**src/rtl/txfcr_consts.vh**
```
`ifndef TXFCR_CONSTS_VH
`define TXFCR_CONSTS_VH
// ------------------------------------------------------------
// Register offsets
// ------------------------------------------------------------
`define TXFCR_ADDR_W 9
`define TXFCR_OFF_SA5 9'h16a
`define TXFCR_OFF_SA6 9'h16b
`define TXFCR_OFF_SA7 9'h16c
`define TXFCR_OFF_SA8 9'h16d
`define TXFCR_OFF_MMODE 9'h180
`define TXFCR_OFF_CTRL1 9'h181
`define TXFCR_OFF_CTRL2 9'h182
// ------------------------------------------------------------
// Reset values
// ------------------------------------------------------------
`define TXFCR_RST_REG 8'h00
// ------------------------------------------------------------
// Master mode fields
// ------------------------------------------------------------
`define TXFCR_MM_FRAMER_ENABLE 7
`define TXFCR_MM_INIT 6
`define TXFCR_MM_SOFTRST 1
`define TXFCR_MM_STD 0
`define TXFCR_MM_MASK 8'hc3
// ------------------------------------------------------------
// Control register 1 fields
// ------------------------------------------------------------
`define TXFCR_C1_B7 7
`define TXFCR_C1_B6 6
`define TXFCR_C1_B5 5
`define TXFCR_C1_B4 4
`define TXFCR_C1_B3 3
`define TXFCR_C1_B2 2
`define TXFCR_C1_AIS 1
`define TXFCR_C1_B0 0
// ------------------------------------------------------------
// Control register 2 fields
// ------------------------------------------------------------
`define TXFCR_C2_DL_SEL 7
`define TXFCR_C2_SLC 6
`define TXFCR_C2_PER_CORR 4
`define TXFCR_C2_BURST_CORR 3
`define TXFCR_C2_D4RAI 2
`define TXFCR_C2_DENSITY 1
`define TXFCR_C2_ZS 0
`define TXFCR_C2_MASK 8'hdf
// ------------------------------------------------------------
// Corruption timing, counted in framing bits
// ------------------------------------------------------------
`define TXFCR_FBIT_PERIOD 8'd128
`define TXFCR_BURST_LEN 2'd3
`endif

```
**src/rtl/txfcr_top.v**
```verilog
`timescale 1ns/1ns
module txfcr_top (
    input wire CLK,
    input wire RST,
    input wire [8:0] ADDR,
    input wire [7:0] WDATA,
    input wire WR,
    input wire RD,
    output reg [7:0] RDATA,
    input wire MF_BOUNDARY,
    input wire [3:0] FRAME_NUM,
    input wire FBIT_SLOT,
    input wire SLOT26_BIT1,
    output wire CORE_RESET,
    output wire FRAMER_RUN,
    output wire LOW_POWER,
    output wire E1_MODE,
    output reg [3:0] SA58_BITS,
    output wire SA58_VALID,
    output reg [7:0] T1_CTRL,
    output reg [7:0] E1_CTRL,
    output reg [5:0] T1_CTRL2,
    output reg FBIT_CORRUPT,
    output reg CHBLK_FORCE,
    output reg LINE_ALL_ONES
);
`include "txfcr_consts.vh"

// ------------------------------------------------------------
// Host registers
// ------------------------------------------------------------
reg [7:0] sa5_q, sa6_q, sa7_q, sa8_q;
reg [7:0] mm_q, c1_q, c2_q;
reg [7:0] c1_act_q, c2_act_q, sa5_act_q, sa6_act_q, sa7_act_q, sa8_act_q;
reg run_q, std_act_q;

// Soft reset acts as a level and also clears the bank except itself
wire srst = mm_q[`TXFCR_MM_SOFTRST];

function [2:0] odd_frame_idx;
    input [3:0] fr;
    begin
        odd_frame_idx = fr[3:1];
    end
endfunction

always @(posedge CLK or posedge RST) begin
    if (RST) begin
        sa5_q <= `TXFCR_RST_REG;
        sa6_q <= `TXFCR_RST_REG;
        sa7_q <= `TXFCR_RST_REG;
        sa8_q <= `TXFCR_RST_REG;
        mm_q <= `TXFCR_RST_REG;
        c1_q <= `TXFCR_RST_REG;
        c2_q <= `TXFCR_RST_REG;
    end else begin
        if (WR && ADDR == `TXFCR_OFF_MMODE) begin
            mm_q <= WDATA & `TXFCR_MM_MASK;
        end else if (srst) begin
            mm_q <= mm_q & (8'h01 << `TXFCR_MM_SOFTRST);
        end
        if (srst) begin
            sa5_q <= `TXFCR_RST_REG;
            sa6_q <= `TXFCR_RST_REG;
            sa7_q <= `TXFCR_RST_REG;
            sa8_q <= `TXFCR_RST_REG;
            c1_q <= `TXFCR_RST_REG;
            c2_q <= `TXFCR_RST_REG;
        end else if (WR) begin
            case (ADDR)
                `TXFCR_OFF_SA5: sa5_q <= WDATA;
                `TXFCR_OFF_SA6: sa6_q <= WDATA;
                `TXFCR_OFF_SA7: sa7_q <= WDATA;
                `TXFCR_OFF_SA8: sa8_q <= WDATA;
                `TXFCR_OFF_CTRL1: c1_q <= WDATA;
                `TXFCR_OFF_CTRL2: c2_q <= WDATA & `TXFCR_C2_MASK;
                default: ;
            endcase
        end
    end
end

// ------------------------------------------------------------
// Read path; registered data, unmapped reads return zero
// ------------------------------------------------------------
always @(posedge CLK or posedge RST) begin
    if (RST) begin
        RDATA <= 8'h00;
    end else if (RD) begin
        case (ADDR)
            `TXFCR_OFF_SA5: RDATA <= sa5_q;
            `TXFCR_OFF_SA6: RDATA <= sa6_q;
            `TXFCR_OFF_SA7: RDATA <= sa7_q;
            `TXFCR_OFF_SA8: RDATA <= sa8_q;
            `TXFCR_OFF_MMODE: RDATA <= mm_q;
            `TXFCR_OFF_CTRL1: RDATA <= c1_q;
            `TXFCR_OFF_CTRL2: RDATA <= c2_q;
            default: RDATA <= 8'h00;
        endcase
    end
end

// ------------------------------------------------------------
// Start-up and boundary shadowing
// ------------------------------------------------------------
// Settings are copied at multiframe boundaries so a frame never sees a
// half-written configuration.
always @(posedge CLK or posedge RST) begin
    if (RST) begin
        run_q <= 1'b0;
        std_act_q <= 1'b0;
        c1_act_q <= `TXFCR_RST_REG;
        c2_act_q <= `TXFCR_RST_REG;
        sa5_act_q <= `TXFCR_RST_REG;
        sa6_act_q <= `TXFCR_RST_REG;
        sa7_act_q <= `TXFCR_RST_REG;
        sa8_act_q <= `TXFCR_RST_REG;
    end else if (srst) begin
        run_q <= 1'b0;
        std_act_q <= 1'b0;
        c1_act_q <= `TXFCR_RST_REG;
        c2_act_q <= `TXFCR_RST_REG;
        sa5_act_q <= `TXFCR_RST_REG;
        sa6_act_q <= `TXFCR_RST_REG;
        sa7_act_q <= `TXFCR_RST_REG;
        sa8_act_q <= `TXFCR_RST_REG;
    end else begin
        if (!run_q && mm_q[`TXFCR_MM_INIT] && mm_q[`TXFCR_MM_FRAMER_ENABLE]) begin
            run_q <= 1'b1;
            std_act_q <= mm_q[`TXFCR_MM_STD];
            c1_act_q <= c1_q;
            c2_act_q <= c2_q;
            sa5_act_q <= sa5_q;
            sa6_act_q <= sa6_q;
            sa7_act_q <= sa7_q;
            sa8_act_q <= sa8_q;
        end else if (run_q && !mm_q[`TXFCR_MM_FRAMER_ENABLE]) begin
            run_q <= 1'b0;
        end else if (run_q && MF_BOUNDARY) begin
            c1_act_q <= c1_q;
            c2_act_q <= c2_q;
            sa5_act_q <= sa5_q;
            sa6_act_q <= sa6_q;
            sa7_act_q <= sa7_q;
            sa8_act_q <= sa8_q;
        end
    end
end

assign CORE_RESET = srst;
assign FRAMER_RUN = run_q;
assign LOW_POWER = ~mm_q[`TXFCR_MM_FRAMER_ENABLE];
assign E1_MODE = std_act_q;
assign SA58_VALID = run_q & std_act_q & FRAME_NUM[0];

// ------------------------------------------------------------
// Decoded controls per mode
// ------------------------------------------------------------
always @(posedge CLK or posedge RST) begin
    if (RST) begin
        SA58_BITS <= 4'h0;
        T1_CTRL <= 8'h00;
        E1_CTRL <= 8'h00;
        T1_CTRL2 <= 6'h00;
        CHBLK_FORCE <= 1'b0;
        LINE_ALL_ONES <= 1'b0;
    end else begin
        SA58_BITS <= {sa5_act_q[odd_frame_idx(FRAME_NUM)],
                      sa6_act_q[odd_frame_idx(FRAME_NUM)],
                      sa7_act_q[odd_frame_idx(FRAME_NUM)],
                      sa8_act_q[odd_frame_idx(FRAME_NUM)]};
        if (run_q && !std_act_q) begin
            T1_CTRL[7] <= c1_act_q[`TXFCR_C1_B7];
            T1_CTRL[6] <= c1_act_q[`TXFCR_C1_B6];
            T1_CTRL[5] <= c1_act_q[`TXFCR_C1_B5];
            // Signaling and stuffing only matter with zero suppression on
            T1_CTRL[4] <= c1_act_q[`TXFCR_C1_B4] & c2_act_q[`TXFCR_C2_ZS];
            T1_CTRL[3] <= c1_act_q[`TXFCR_C1_B3] & c2_act_q[`TXFCR_C2_ZS];
            T1_CTRL[2] <= c1_act_q[`TXFCR_C1_B2];
            T1_CTRL[1] <= c2_act_q[`TXFCR_C2_ZS];
            T1_CTRL[0] <= c1_act_q[`TXFCR_C1_B0];
            T1_CTRL2 <= {c2_act_q[`TXFCR_C2_DL_SEL],
                         c2_act_q[`TXFCR_C2_SLC], c2_act_q[`TXFCR_C2_D4RAI],
                         c2_act_q[`TXFCR_C2_DENSITY], c2_act_q[`TXFCR_C2_PER_CORR],
                         c2_act_q[`TXFCR_C2_BURST_CORR]};
        end else begin
            T1_CTRL <= 8'h00;
            T1_CTRL2 <= 6'h00;
        end
        if (run_q && std_act_q) begin
            E1_CTRL[7] <= c1_act_q[`TXFCR_C1_B7];
            E1_CTRL[6] <= c1_act_q[`TXFCR_C1_B6];
            E1_CTRL[5] <= c1_act_q[`TXFCR_C1_B5];
            // Register-sourced Si is refused while slot 0 passes through
            E1_CTRL[4] <= c1_act_q[`TXFCR_C1_B4] & ~c1_act_q[`TXFCR_C1_B7];
            E1_CTRL[3] <= c1_act_q[`TXFCR_C1_B3];
            E1_CTRL[2] <= c1_act_q[`TXFCR_C1_B2];
            E1_CTRL[1] <= c1_act_q[`TXFCR_C1_AIS];
            E1_CTRL[0] <= c1_act_q[`TXFCR_C1_B0];
        end else begin
            E1_CTRL <= 8'h00;
        end
        CHBLK_FORCE <= run_q & std_act_q & c1_act_q[`TXFCR_C1_B5] & SLOT26_BIT1;
        LINE_ALL_ONES <= run_q & c1_act_q[`TXFCR_C1_AIS];
    end
end

// ------------------------------------------------------------
// Framing-bit corruption
// ------------------------------------------------------------
// Burst arms on the register bit, not the shadow, so a quick toggle is kept.
reg burst_prev_q;
reg [1:0] burst_q;
reg [7:0] fcnt_q;
wire per_en = run_q & ~std_act_q & c2_act_q[`TXFCR_C2_PER_CORR];
wire burst_rise = c2_q[`TXFCR_C2_BURST_CORR] & ~burst_prev_q;
wire per_hit = per_en && FBIT_SLOT && fcnt_q == (`TXFCR_FBIT_PERIOD - 8'd1);

always @(posedge CLK or posedge RST) begin
    if (RST) begin
        burst_prev_q <= 1'b0;
        burst_q <= 2'd0;
        fcnt_q <= 8'd0;
        FBIT_CORRUPT <= 1'b0;
    end else if (srst) begin
        burst_prev_q <= 1'b0;
        burst_q <= 2'd0;
        fcnt_q <= 8'd0;
        FBIT_CORRUPT <= 1'b0;
    end else begin
        burst_prev_q <= c2_q[`TXFCR_C2_BURST_CORR];
        if (!per_en) begin
            fcnt_q <= 8'd0;
        end else if (FBIT_SLOT) begin
            fcnt_q <= per_hit ? 8'd0 : fcnt_q + 8'd1;
        end
        if (burst_rise && run_q && !std_act_q) begin
            burst_q <= `TXFCR_BURST_LEN;
        end else if (FBIT_SLOT && burst_q != 2'd0) begin
            burst_q <= burst_q - 2'd1;
        end
        FBIT_CORRUPT <= FBIT_SLOT & (per_hit | (burst_q != 2'd0));
    end
end

endmodule // txfcr_top

```
**config.mk**
```make
export PLATFORM = sky130hd
export DESIGN_NAME = txfcr_top
export DESIGN_NICKNAME = d
export VERILOG_FILES = /design/src/rtl/txfcr_top.v
export VERILOG_INCLUDE_DIRS = /design/src /design/src/rtl
export SDC_FILE = /design/constraint.sdc
export NUM_CORES = 1
export LEC_CHECK = 0
export BUFFER_PORTS_ARGS = -buffer_cell sky130_fd_sc_hd__buf_2
export CORE_UTILIZATION = 53
export DETAILED_ROUTE_END_ITERATION = 7
export PLACE_DENSITY = 0.88
export SETUP_SLACK_MARGIN = 0.5
export SLEW_MARGIN = 40
export SYNTH_ARGS = -nofsm -noshare
export SYNTH_HDL_FRONTEND = slang
export SYNTH_SLANG_ARGS = --single-unit
```
**constraint.sdc**
```tcl
create_clock -name CLK -period 4.55 [get_ports CLK]
set_clock_uncertainty 0.2 [all_clocks]
set_input_delay 0.2275 -clock CLK [delete_from_list [all_inputs] [get_ports CLK]]
set_output_delay 0.2275 -clock CLK [all_outputs]
set_load 0.05 [all_outputs]
```
== Word level (Yosys, flattened, before mapping) ==
Index checks and enable logic that the tools add are counted.

* Flip-flop bits (word level): 154
* Output and inout port bits: 42
* Logic and storage cells: 162
* Input bits: 28

* Reductions and logical operators: 35
* Bitwise operators: 17
* Muxes and demuxes: 70
* Order comparisons: 1
* Equality and inequality tests: 10
* Add/subtract/negate cells: 2

{| class="wikitable"
|+ Operators by type and width
! kind !! count
|-
| $mux 8 || 50
|-
| $eq 9x9->1 const B || 7
|-
| $pmux 8 s7 || 1
|-
| $reduce_bool 2->1 || 10
|-
| $reduce_and 2->1 || 7
|-
| $and 1x1->1 || 12
|-
| $bmux 1 s3 || 4
|-
| $logic_and 1x1->1 || 12
|-
| $mux 1 || 11
|-
| $reduce_bool 3->1 || 3
|-
| $add 8x1->8 const B || 1
|-
| $eq 8x7->1 const B || 1
|-
| $mux 2 || 3
|-
| $mux 6 || 1
|-
| $ne 3x3->1 const B || 2
|-
| $lt 3x4->1 const B || 1
|-
| $not 1->1 || 4
|-
| $logic_not 1->1 || 3
|-
| $sub 2x1->2 const B || 1
|-
| $or 1x1->1 || 1
|}

== Longest topological paths before layout ==
Gate-level depths: netlist of run 1.

* Word-level depth: 9
* Gate-level depth with buffers: 7

== Least setup slack after synthesis of run 1 ==
OpenSTA, ideal clock, no wires.

* Path kind: reg-to-reg
* Start point: reg run_q, in the netlist FRAMER_RUN
* End point: reg c2_act_q[3]
* Buffers on the path: 1
* Data arrival time: 1.800 ns
* Clock period less this slack: 2.125 ns
* Library setup time: 0.125 ns
* Cell stages (with the launch flop): 5
* Setup slack: 2.425 ns
* Data required time: 4.225 ns
* Path through: dfrtp_1 > mux2_2 > a21oi_1 > buf_4 > mux2_2

* Word-level cells in the longest chain between the ends: 5
* Elaborated cells between the ends (all ways): 10

{| class="wikitable"
|+ Ends and longest elaborated chain
! item !! RTL line !! text
|-
| start, declared || txfcr_top.v:35 || <nowiki>reg run_q, std_act_q;</nowiki>
|-
| start signal, assigned || txfcr_top.v:110 || <nowiki>run_q <= 1'b0;</nowiki>
|-
| start signal, assigned || txfcr_top.v:119 || <nowiki>run_q <= 1'b0;</nowiki>
|-
| start signal, assigned || txfcr_top.v:129 || <nowiki>run_q <= 1'b1;</nowiki>
|-
| $logic_not 1->1 || txfcr_top.v:128 || <nowiki>if (!run_q && mm_q[`TXFCR_MM_INIT] && mm_q[`TXFCR_MM_FRAMER_ENABLE]) begin</nowiki>
|-
| $logic_and 1x1->1 (2 in series) || txfcr_top.v:128 ||
|-
| $ne 3x3->1 (no line), or another cell as far along || - ||
|-
| $reduce_and 2->1 (no line) or $mux 8 (tied branches) || - ||
|-
| end signal, assigned || txfcr_top.v:122 || <nowiki>c2_act_q <= `TXFCR_RST_REG;</nowiki>
|-
| end signal, assigned || txfcr_top.v:132 || <nowiki>c2_act_q <= c2_q;</nowiki>
|-
| end signal, assigned || txfcr_top.v:141 || <nowiki>c2_act_q <= c2_q;</nowiki>
|-
| end, declared || txfcr_top.v:34 || <nowiki>reg [7:0] c1_act_q, c2_act_q, sa5_act_q, sa6_act_q, sa7_act_q, sa8_act_q;</nowiki>
|}

Parallel ways exist; a longest one is shown, timed or not.
A chain may end at the register's enable or synchronous reset.

== Worst setup path after layout of run 1 ==
* Start point: reg mm_q[1]
* End point: out CORE_RESET

{| class="wikitable"
|+ RTL lines
! item !! RTL line !! text
|-
| start, declared || txfcr_top.v:33 || <nowiki>reg [7:0] mm_q, c1_q, c2_q;</nowiki>
|-
| start signal, assigned || txfcr_top.v:53 || <nowiki>mm_q <= `TXFCR_RST_REG;</nowiki>
|-
| start signal, assigned || txfcr_top.v:58 || <nowiki>mm_q <= WDATA & `TXFCR_MM_MASK;</nowiki>
|-
| start signal, assigned || txfcr_top.v:60 || <nowiki>mm_q <= mm_q & (8'h01 << `TXFCR_MM_SOFTRST);</nowiki>
|-
| end, declared || txfcr_top.v:14 || <nowiki>output wire CORE_RESET,</nowiki>
|}

No word-level cell between the ends.

==> summary.md, run 1 <==
| Metric | Value |
|---|---|
| Status | `finished, final reports clean` |
| WL/cell | `17.9 um` |
| Iteration-0 DRC Markers | `520` |
| Post-layout util | `0.628` |
| CTS tree | `yes` |
| Area grow syn2layout | `16.1%` |
| CP max FO | `74` |
| Critical Path Source Type | `flip-flop` |
| Setup CP Type | `flip-flop to primary output` |
| Max Buffers Root-to-Sink | `2` |
| Least-Margin Pin Slew | `0.745 ns` |
| Post-Route WL | `15.4 mm` |
| CP endpoint kind | `primary output` |
| Starting Density | `0.541` |
| Die width | `116 um` |
| Tot GR Track Use | `0.251` |
| First-pass GRT wire length | `25.1 mm` |
| Worst-path clk slew | `0.06 ns` |
| IO buf count | `69` |
| P_leak | `4.07 nW` |
| # rows | `41` |
| Largest net degree at the start of global routing | `88` |
| Min cycle time layout | `2.57 ns` |
| Core ar. | `0.0126 mm^2` |
| Cts repair resizes | `0` |
| Peak VDD IR | `0.284 mV` |
| Placed Area | `0.00724 mm^2` |
| Worst EP required | `4.12 ns` |
| Syn nets | `645` |
| Post-DRT Antenna Nets | `0` |
| CTS Buf Count | `17` |
| Residual DRC count | `0` |
| Max Cap Violations | `0` |
| GRT overflow | `0` |
| Hold Path Class | `input pin to flip-flop` |
| Setup bufs post-CTS | `0` |
| Detailed-router iteration count before antenna repair | `5` |
| Period utilization | `0.564` |
| CTS Sinks | `148` |
| Max Freq | `390 MHz` |
| HPWL after DPL | `10.3 mm` |
| Die Y | `116 um` |
| Clk Latency, worst-skew pair | `0.43 ns` |
| Die area | `0.0134 mm^2` |
| Final Hold Vio Count | `0` |
| Via count | `5059` |
| Layout cells sized above 1 | `0.200` |
| Mapped Area | `0.00683 mm^2` |
| Number of vias per cell | `5.86` |
| RSZ-0062 raised after global routing | `no` |
| # diodes | `0` |
| Final Non-Filler Cells | `863` |
| # nets final | `709` |
| Critical Path AT | `2.14 ns` |
| Number of global-route vias before repair | `4787` |
| Max Slew Vio Count | `0` |
| Final setup violation count | `0` |
| Synth cell types | `45` |
| Dominant cell type by area after synthesis | `dfrtp_1` |
| H-tree depth | `4` |
| Power Density | `368 mW/mm^2` |
| Post-synth top area share | `0.542` |
| Gate Count Post-Synth | `615` |
| GP Congestion | `0.835` |
| Antenna violations before repair | `0` |
| Total negative slack | `0 ns` |
| Relative slew slack | `0.504` |
| Number of synthesis warnings | `0` |
| Ranking of synthesized cells by area | `dfrtp_1 (54%), mux2i_1 (7.8%), nand2b_1 (4.7%)` |
| Root Buffer Master | `clkbuf_16` |
| Top-Level Pins | `70` |
| Finished Cell Area | `0.00793 mm^2` |
| Seq/Total Area, Yosys | `0.542` |
| Placed cells | `820` |
| Seq cells post-synth | `148` |
| Avg Synthesized Cell Area | `11.1 um^2` |
==> kinds of logic (layout without fill, tap and decap cells) <==
family | Yosys count | in the layout | synth area share
adders and majority gates | 2 | 2 | 0.00366
xor gates and xnor gates | 6 | 6 | 0.00769
buffers and inverters | 45 | 121 | 0.0344
DFF | 148 | 148 | 0.542
muxes | 72 | 72 | 0.124
and+or+nand+nor | 236 | 236 | 0.195
AOI/OAI and AO/OA | 106 | 106 | 0.0927
==> layout make-up <==
class / instances / area (um^2)
fill: 955 / 4690
sequential: 148 / 3700
multi-input combinational: 422 / 2910
timing repair buffer: 85 / 514
clock buffer: 19 / 453
tap: 172 / 215
clock inverter: 12 / 113
inverter: 5 / 22.5
==> per-stage QoR <==
stage	power [mW]	worst slack [ns]	hold WS (ns)
after CTS	2.92	1.97	0.0390
after detailed placement	1.59	2.19	0.260
after global placement	1.57	2.25	0.253
after floorplan	1.53	2.26	0.156
final	2.92	1.98	0.0843
after global routing	3.01	1.86	0.0916
==> timing repair <==
action / in CTS / in global routing
hold buffers: 12 / 0
hold endpoints to repair: 199 / 0
endpoints found under the setup margin: 0 / 0
==> layout by cell type (no fill, tap or decap), drive strengths merged, types with 11 or more instances in the layout <==
cell type / n
a21oi: 13
o2bb2ai: 12
mux2: 11
clkbuf: 20
nor2: 49
dlygate4sd3: 12
o21ai: 55
nor2b: 15
and2: 16
a31oi: 11
nand2b: 51
dfrtp: 148
buf: 72
nand2: 57
nand3: 11
mux2i: 53
and3: 14
==> power by group <==
group          switching, mW  internal, mW  total (mW)
registers             0.0227          1.35        1.37
logic                  0.130        0.0738       0.204
clock network          0.519         0.822        1.34
==> worst max-delay path, stage by stage, from the launching register on <==
cell and delay [ns]:
dfrtp_2 0.71, buf_4 0.62, buf_2 0.38
==> Yosys cell counts (all sizes together) <==
cell / n
mux4: 8
o21ai: 55
nand4: 9
mux2: 11
nor2: 49
o21a: 1
o2bb2ai: 12
nor4b: 1
xor2: 3
a31oi: 11
a211oi: 2
nand3: 11
and2: 16
and4b: 3
a21oi: 13
buf: 17
a22o: 4
and3b: 2
and3: 14
nand4b: 1
nor2b: 15
xnor2: 3
inv: 5
clkbuf: 23
ha: 2
nand4bb: 1
mux2i: 53
nor3: 1
nand2b: 51
nand3b: 2
a32oi: 1
a22oi: 7
dfrtp: 148
nand2: 57
nor3b: 3
==> layer usage <==
layer  GRT usage  up-vias  part of all wire
met5           0        -                 0
met4       0.139        0             0.043
met3      0.0591       60             0.070
met2       0.377      254              0.47
met1       0.340     2479              0.42
li1            -     2266                 -
==> path summary, 6_finish.rpt <==
| kind | slack, ns | start | end | cells past startpoint |
|---|---|---|---|---|
| max reg2reg | 2.17 | FRAMER_RUN | c2_act_q[3] | 4 |
| max in group asynchronous | 3.20 | RST | mm_q[1] | 4 |
| max | 1.98 | mm_q[1] | CORE_RESET | 2 |
| min | 0.08 | WR | sa8_q[7] | 3 |
| min in group asynchronous | 0.36 | RST | c2_q[7] | 4 |
| min reg2reg | 0.28 | c2_act_q[6] | c2_act_q[6] | 2 |
Power figures use the tool's default switching activity.
==> run 2: changes to the inputs <==
- CORE_UTILIZATION: 53 -> 55
- PLACE_DENSITY: 0.88 -> 0.87
- clock period: 4.55 -> 2.6 ns (I/O delays scaled with it)
==> run 2 against run 1 <==
  * Sequential share of layout area down 0.54 points
  * Final area grew 1.2%
  * Sequential power grew 75%
  * Utilization increased by 3.7 points
  * Largest power group unchanged
==> summary.md, run 2 (synthesis results as in run 1) <==
| Metric | Value |
|---|---|
| Clk Latency, worst-skew pair | `0.42 ns (about the same)` |
| Max Freq | `494 MHz` |
| Root Buffer Master | `clkbuf_16` |
| Cell family with most CP delay | `buffers and inverters` |
| Post-layout util | `0.665 (+0.0367)` |
| Critical Path AT | `2.12 ns (-0.02 ns)` |
| Total power | `5.13 mW (+76%)` |
| Hold Path Class | `input pin to flip-flop` |
| H-tree depth | `4 (unchanged)` |
| Placed Area | `0.00727 mm^2 (+0.36%)` |
| # diodes | `0 (unchanged)` |
| Buf+Inv Stages, Crit Path | `2 (unchanged)` |
| P_leak | `4.11 nW (+1.0%)` |
| Top-Level Pins | `70 (unchanged)` |
| Min cycle time layout | `2.03 ns` |
| Leading cell types in the layout, fill and taps excluded | `dfrtp_1 (147), buf_2 (69), nand2_1 (57)` |
| Finished Cell Area | `0.00802 mm^2 (+1.2%)` |
| Least-Margin Pin Slew | `0.626 ns (-0.118 ns)` |
| Layout cells sized above 1 | `0.203 (+0.00373)` |
| GRT overflow | `0 (unchanged)` |
| Max Buffers Root-to-Sink | `2 (unchanged)` |
| Max Slew Vio Count | `0 (unchanged)` |
| Number of global-route vias before repair | `5150 (+7.6%)` |
| Max Cap Violations | `0 (unchanged)` |
| Area grow syn2layout | `17.4%` |
| Setup CP Type | `input pin to flip-flop` |
| Filler cells | `843 (-12%)` |
| Worst hold slack | `0.0474 ns (-0.0369 ns)` |
| GP Congestion | `0.880 (+5.3%)` |
| Number of vias per cell | `5.96 (+1.7%)` |
| Die width | `113 um (-1.8%)` |
| IO buf count | `69 (unchanged)` |
| CP endpoint kind | `flip-flop` |
| Worst-path cell chain | `buf_2, and3b_1, nand4_1, nand2_1, a21oi_1, dlygate4sd3_1` |
| Power Density | `639 mW/mm^2 (+74%)` |
| Peak VDD IR | `0.540 mV (+90%)` |
| Detailed-router iteration count before antenna repair | `5 (unchanged)` |
| Die area | `0.0129 mm^2 (-3.6%)` |
| Period utilization | `0.779` |
| Status | `finished, final reports clean` |
| Slowest CP cell | `dlygate4sd3_1` |
| Worst EP required | `2.70 ns (-1.42 ns)` |
| Tot GR Track Use | `0.273 (+0.0220)` |
| Die Y | `113 um (-1.8%)` |
| Commonest non-fill, non-tap cell in the layout | `dfrtp_1` |
| CTS Buf Count | `17 (unchanged)` |
| CTS Sinks | `148 (unchanged)` |
| Setup bufs post-CTS | `0 (unchanged)` |
| WL/cell | `19.3 um (+7.8%)` |
| CTS tree | `yes` |
| CP max FO | `20 (-73%)` |
| Critical Path Source Type | `input pin` |
| Post-DRT Antenna Nets | `0 (unchanged)` |
| Final setup violation count | `0 (unchanged)` |
| Via count | `5164 (+2.1%)` |
| Starting Density | `0.566 (+0.0251)` |
| Largest net degree at the start of global routing | `149 (+69%)` |
| Worst-path clk slew | `0.06 ns (about the same)` |
| Worst path max stage delay | `0.60 ns (-0.11 ns)` |
| Residual DRC count | `0 (unchanged)` |
| Total negative slack | `0 ns (unchanged)` |
| Iteration-0 DRC Markers | `432 (-17%)` |
| # nets final | `716 (+0.99%)` |
| Relative slew slack | `0.582 (+0.0780)` |
| RSZ-0062 raised after global routing | `no` |
| Core ar. | `0.0121 mm^2 (-4.4%)` |
| Post-Route WL | `16.7 mm (+8.1%)` |
| Antenna violations before repair | `0 (unchanged)` |
| Final Hold Vio Count | `0 (unchanged)` |
| # rows | `40 (-2.4%)` |
| First-pass GRT wire length | `26.4 mm (+5.4%)` |
| HPWL after DPL | `10.3 mm (+0.20%)` |
-- run 2: changes by cell type in the layout (fill, tap and decap cells not counted) --
cell           delta
nor2b_2           -1
a211oi_1          -1
nor2b_1           +1
and3_2            +1
a211oi_2          +1
buf_12            +1
clkinvlp_4        +1
buf_16            +1
clkbuf_1          +1
buf_4             +2
dlygate4sd3_1     +3
and3_1            -1
clkinv_2          -2
-- run 2: power by group --
| group | internal [mW] | switching (mW) |
|---|---|---|
| registers | 2.36 | 0.0381 |
| logic | 0.137 | 0.238 |
| clock network | 1.44 | 0.915 |
| total | 3.94 | 1.19 |
-- run 2: layout make-up --
type	count	area (um^2)	share of cell area
Clock buffer	20	457	0.0569
Sequential cell	148	3700	0.462
Inverter	5	22.5	0.00281
Clock inverter	11	110	0.0137
Tap cell	168	210	0.0262
Multi-Input combinational cell	422	2910	0.363
Timing Repair Buffer	92	607	0.0756
-- run 2: path summary, 6_finish.rpt --
kind,slack (ns),to,cells past startpoint,startpoint
max,0.57,sa8_q[1],6,ADDR[0]
min,0.05,mm_q[1],3,WR
max reg2reg,0.60,c1_act_q[7],5,FRAMER_RUN
min reg2reg,0.27,sa5_act_q[0],2,sa5_act_q[0]
max in group asynchronous,1.31,fcnt_q[7],5,RST
min in group asynchronous,0.13,T1_CTRL2[5],4,RST
-- run 2: what timing repair did --
item                                    in CTS  in global routing
hold buffers                                15                  0
endpoints found under the setup margin       0                  6
resized for setup                            0                  4
hold endpoints to repair                   216                  0
-- run 2: per-stage QoR --
stage / std cells / setup slack (ns)
4_1_cts: 865 / 0.515
3_5_place_dp: 819 / 0.430
2_1_floorplan: 615 / 0.409
5_1_grt: 866 / 0.514
6_report: 866 / 0.575
3_3_place_gp: 819 / 0.636
-- run 2: routing by layer --
layer  routed length [um]  vias to the layer above  part of all wire  GRT usage
li1                     -                     2274                 -          -
met1                 6410                     2559              0.38      0.348
met2                 8280                      269              0.50      0.438
met3                 1270                       62             0.076     0.0739
met4                  716                        0             0.043      0.129
met5                    0                        -                 0          0
-- run 2: tightest hold or removal path: stages --
cell and delay (ns):
buf_2 0.20, nand3_4 0.14, mux2_4 0.16
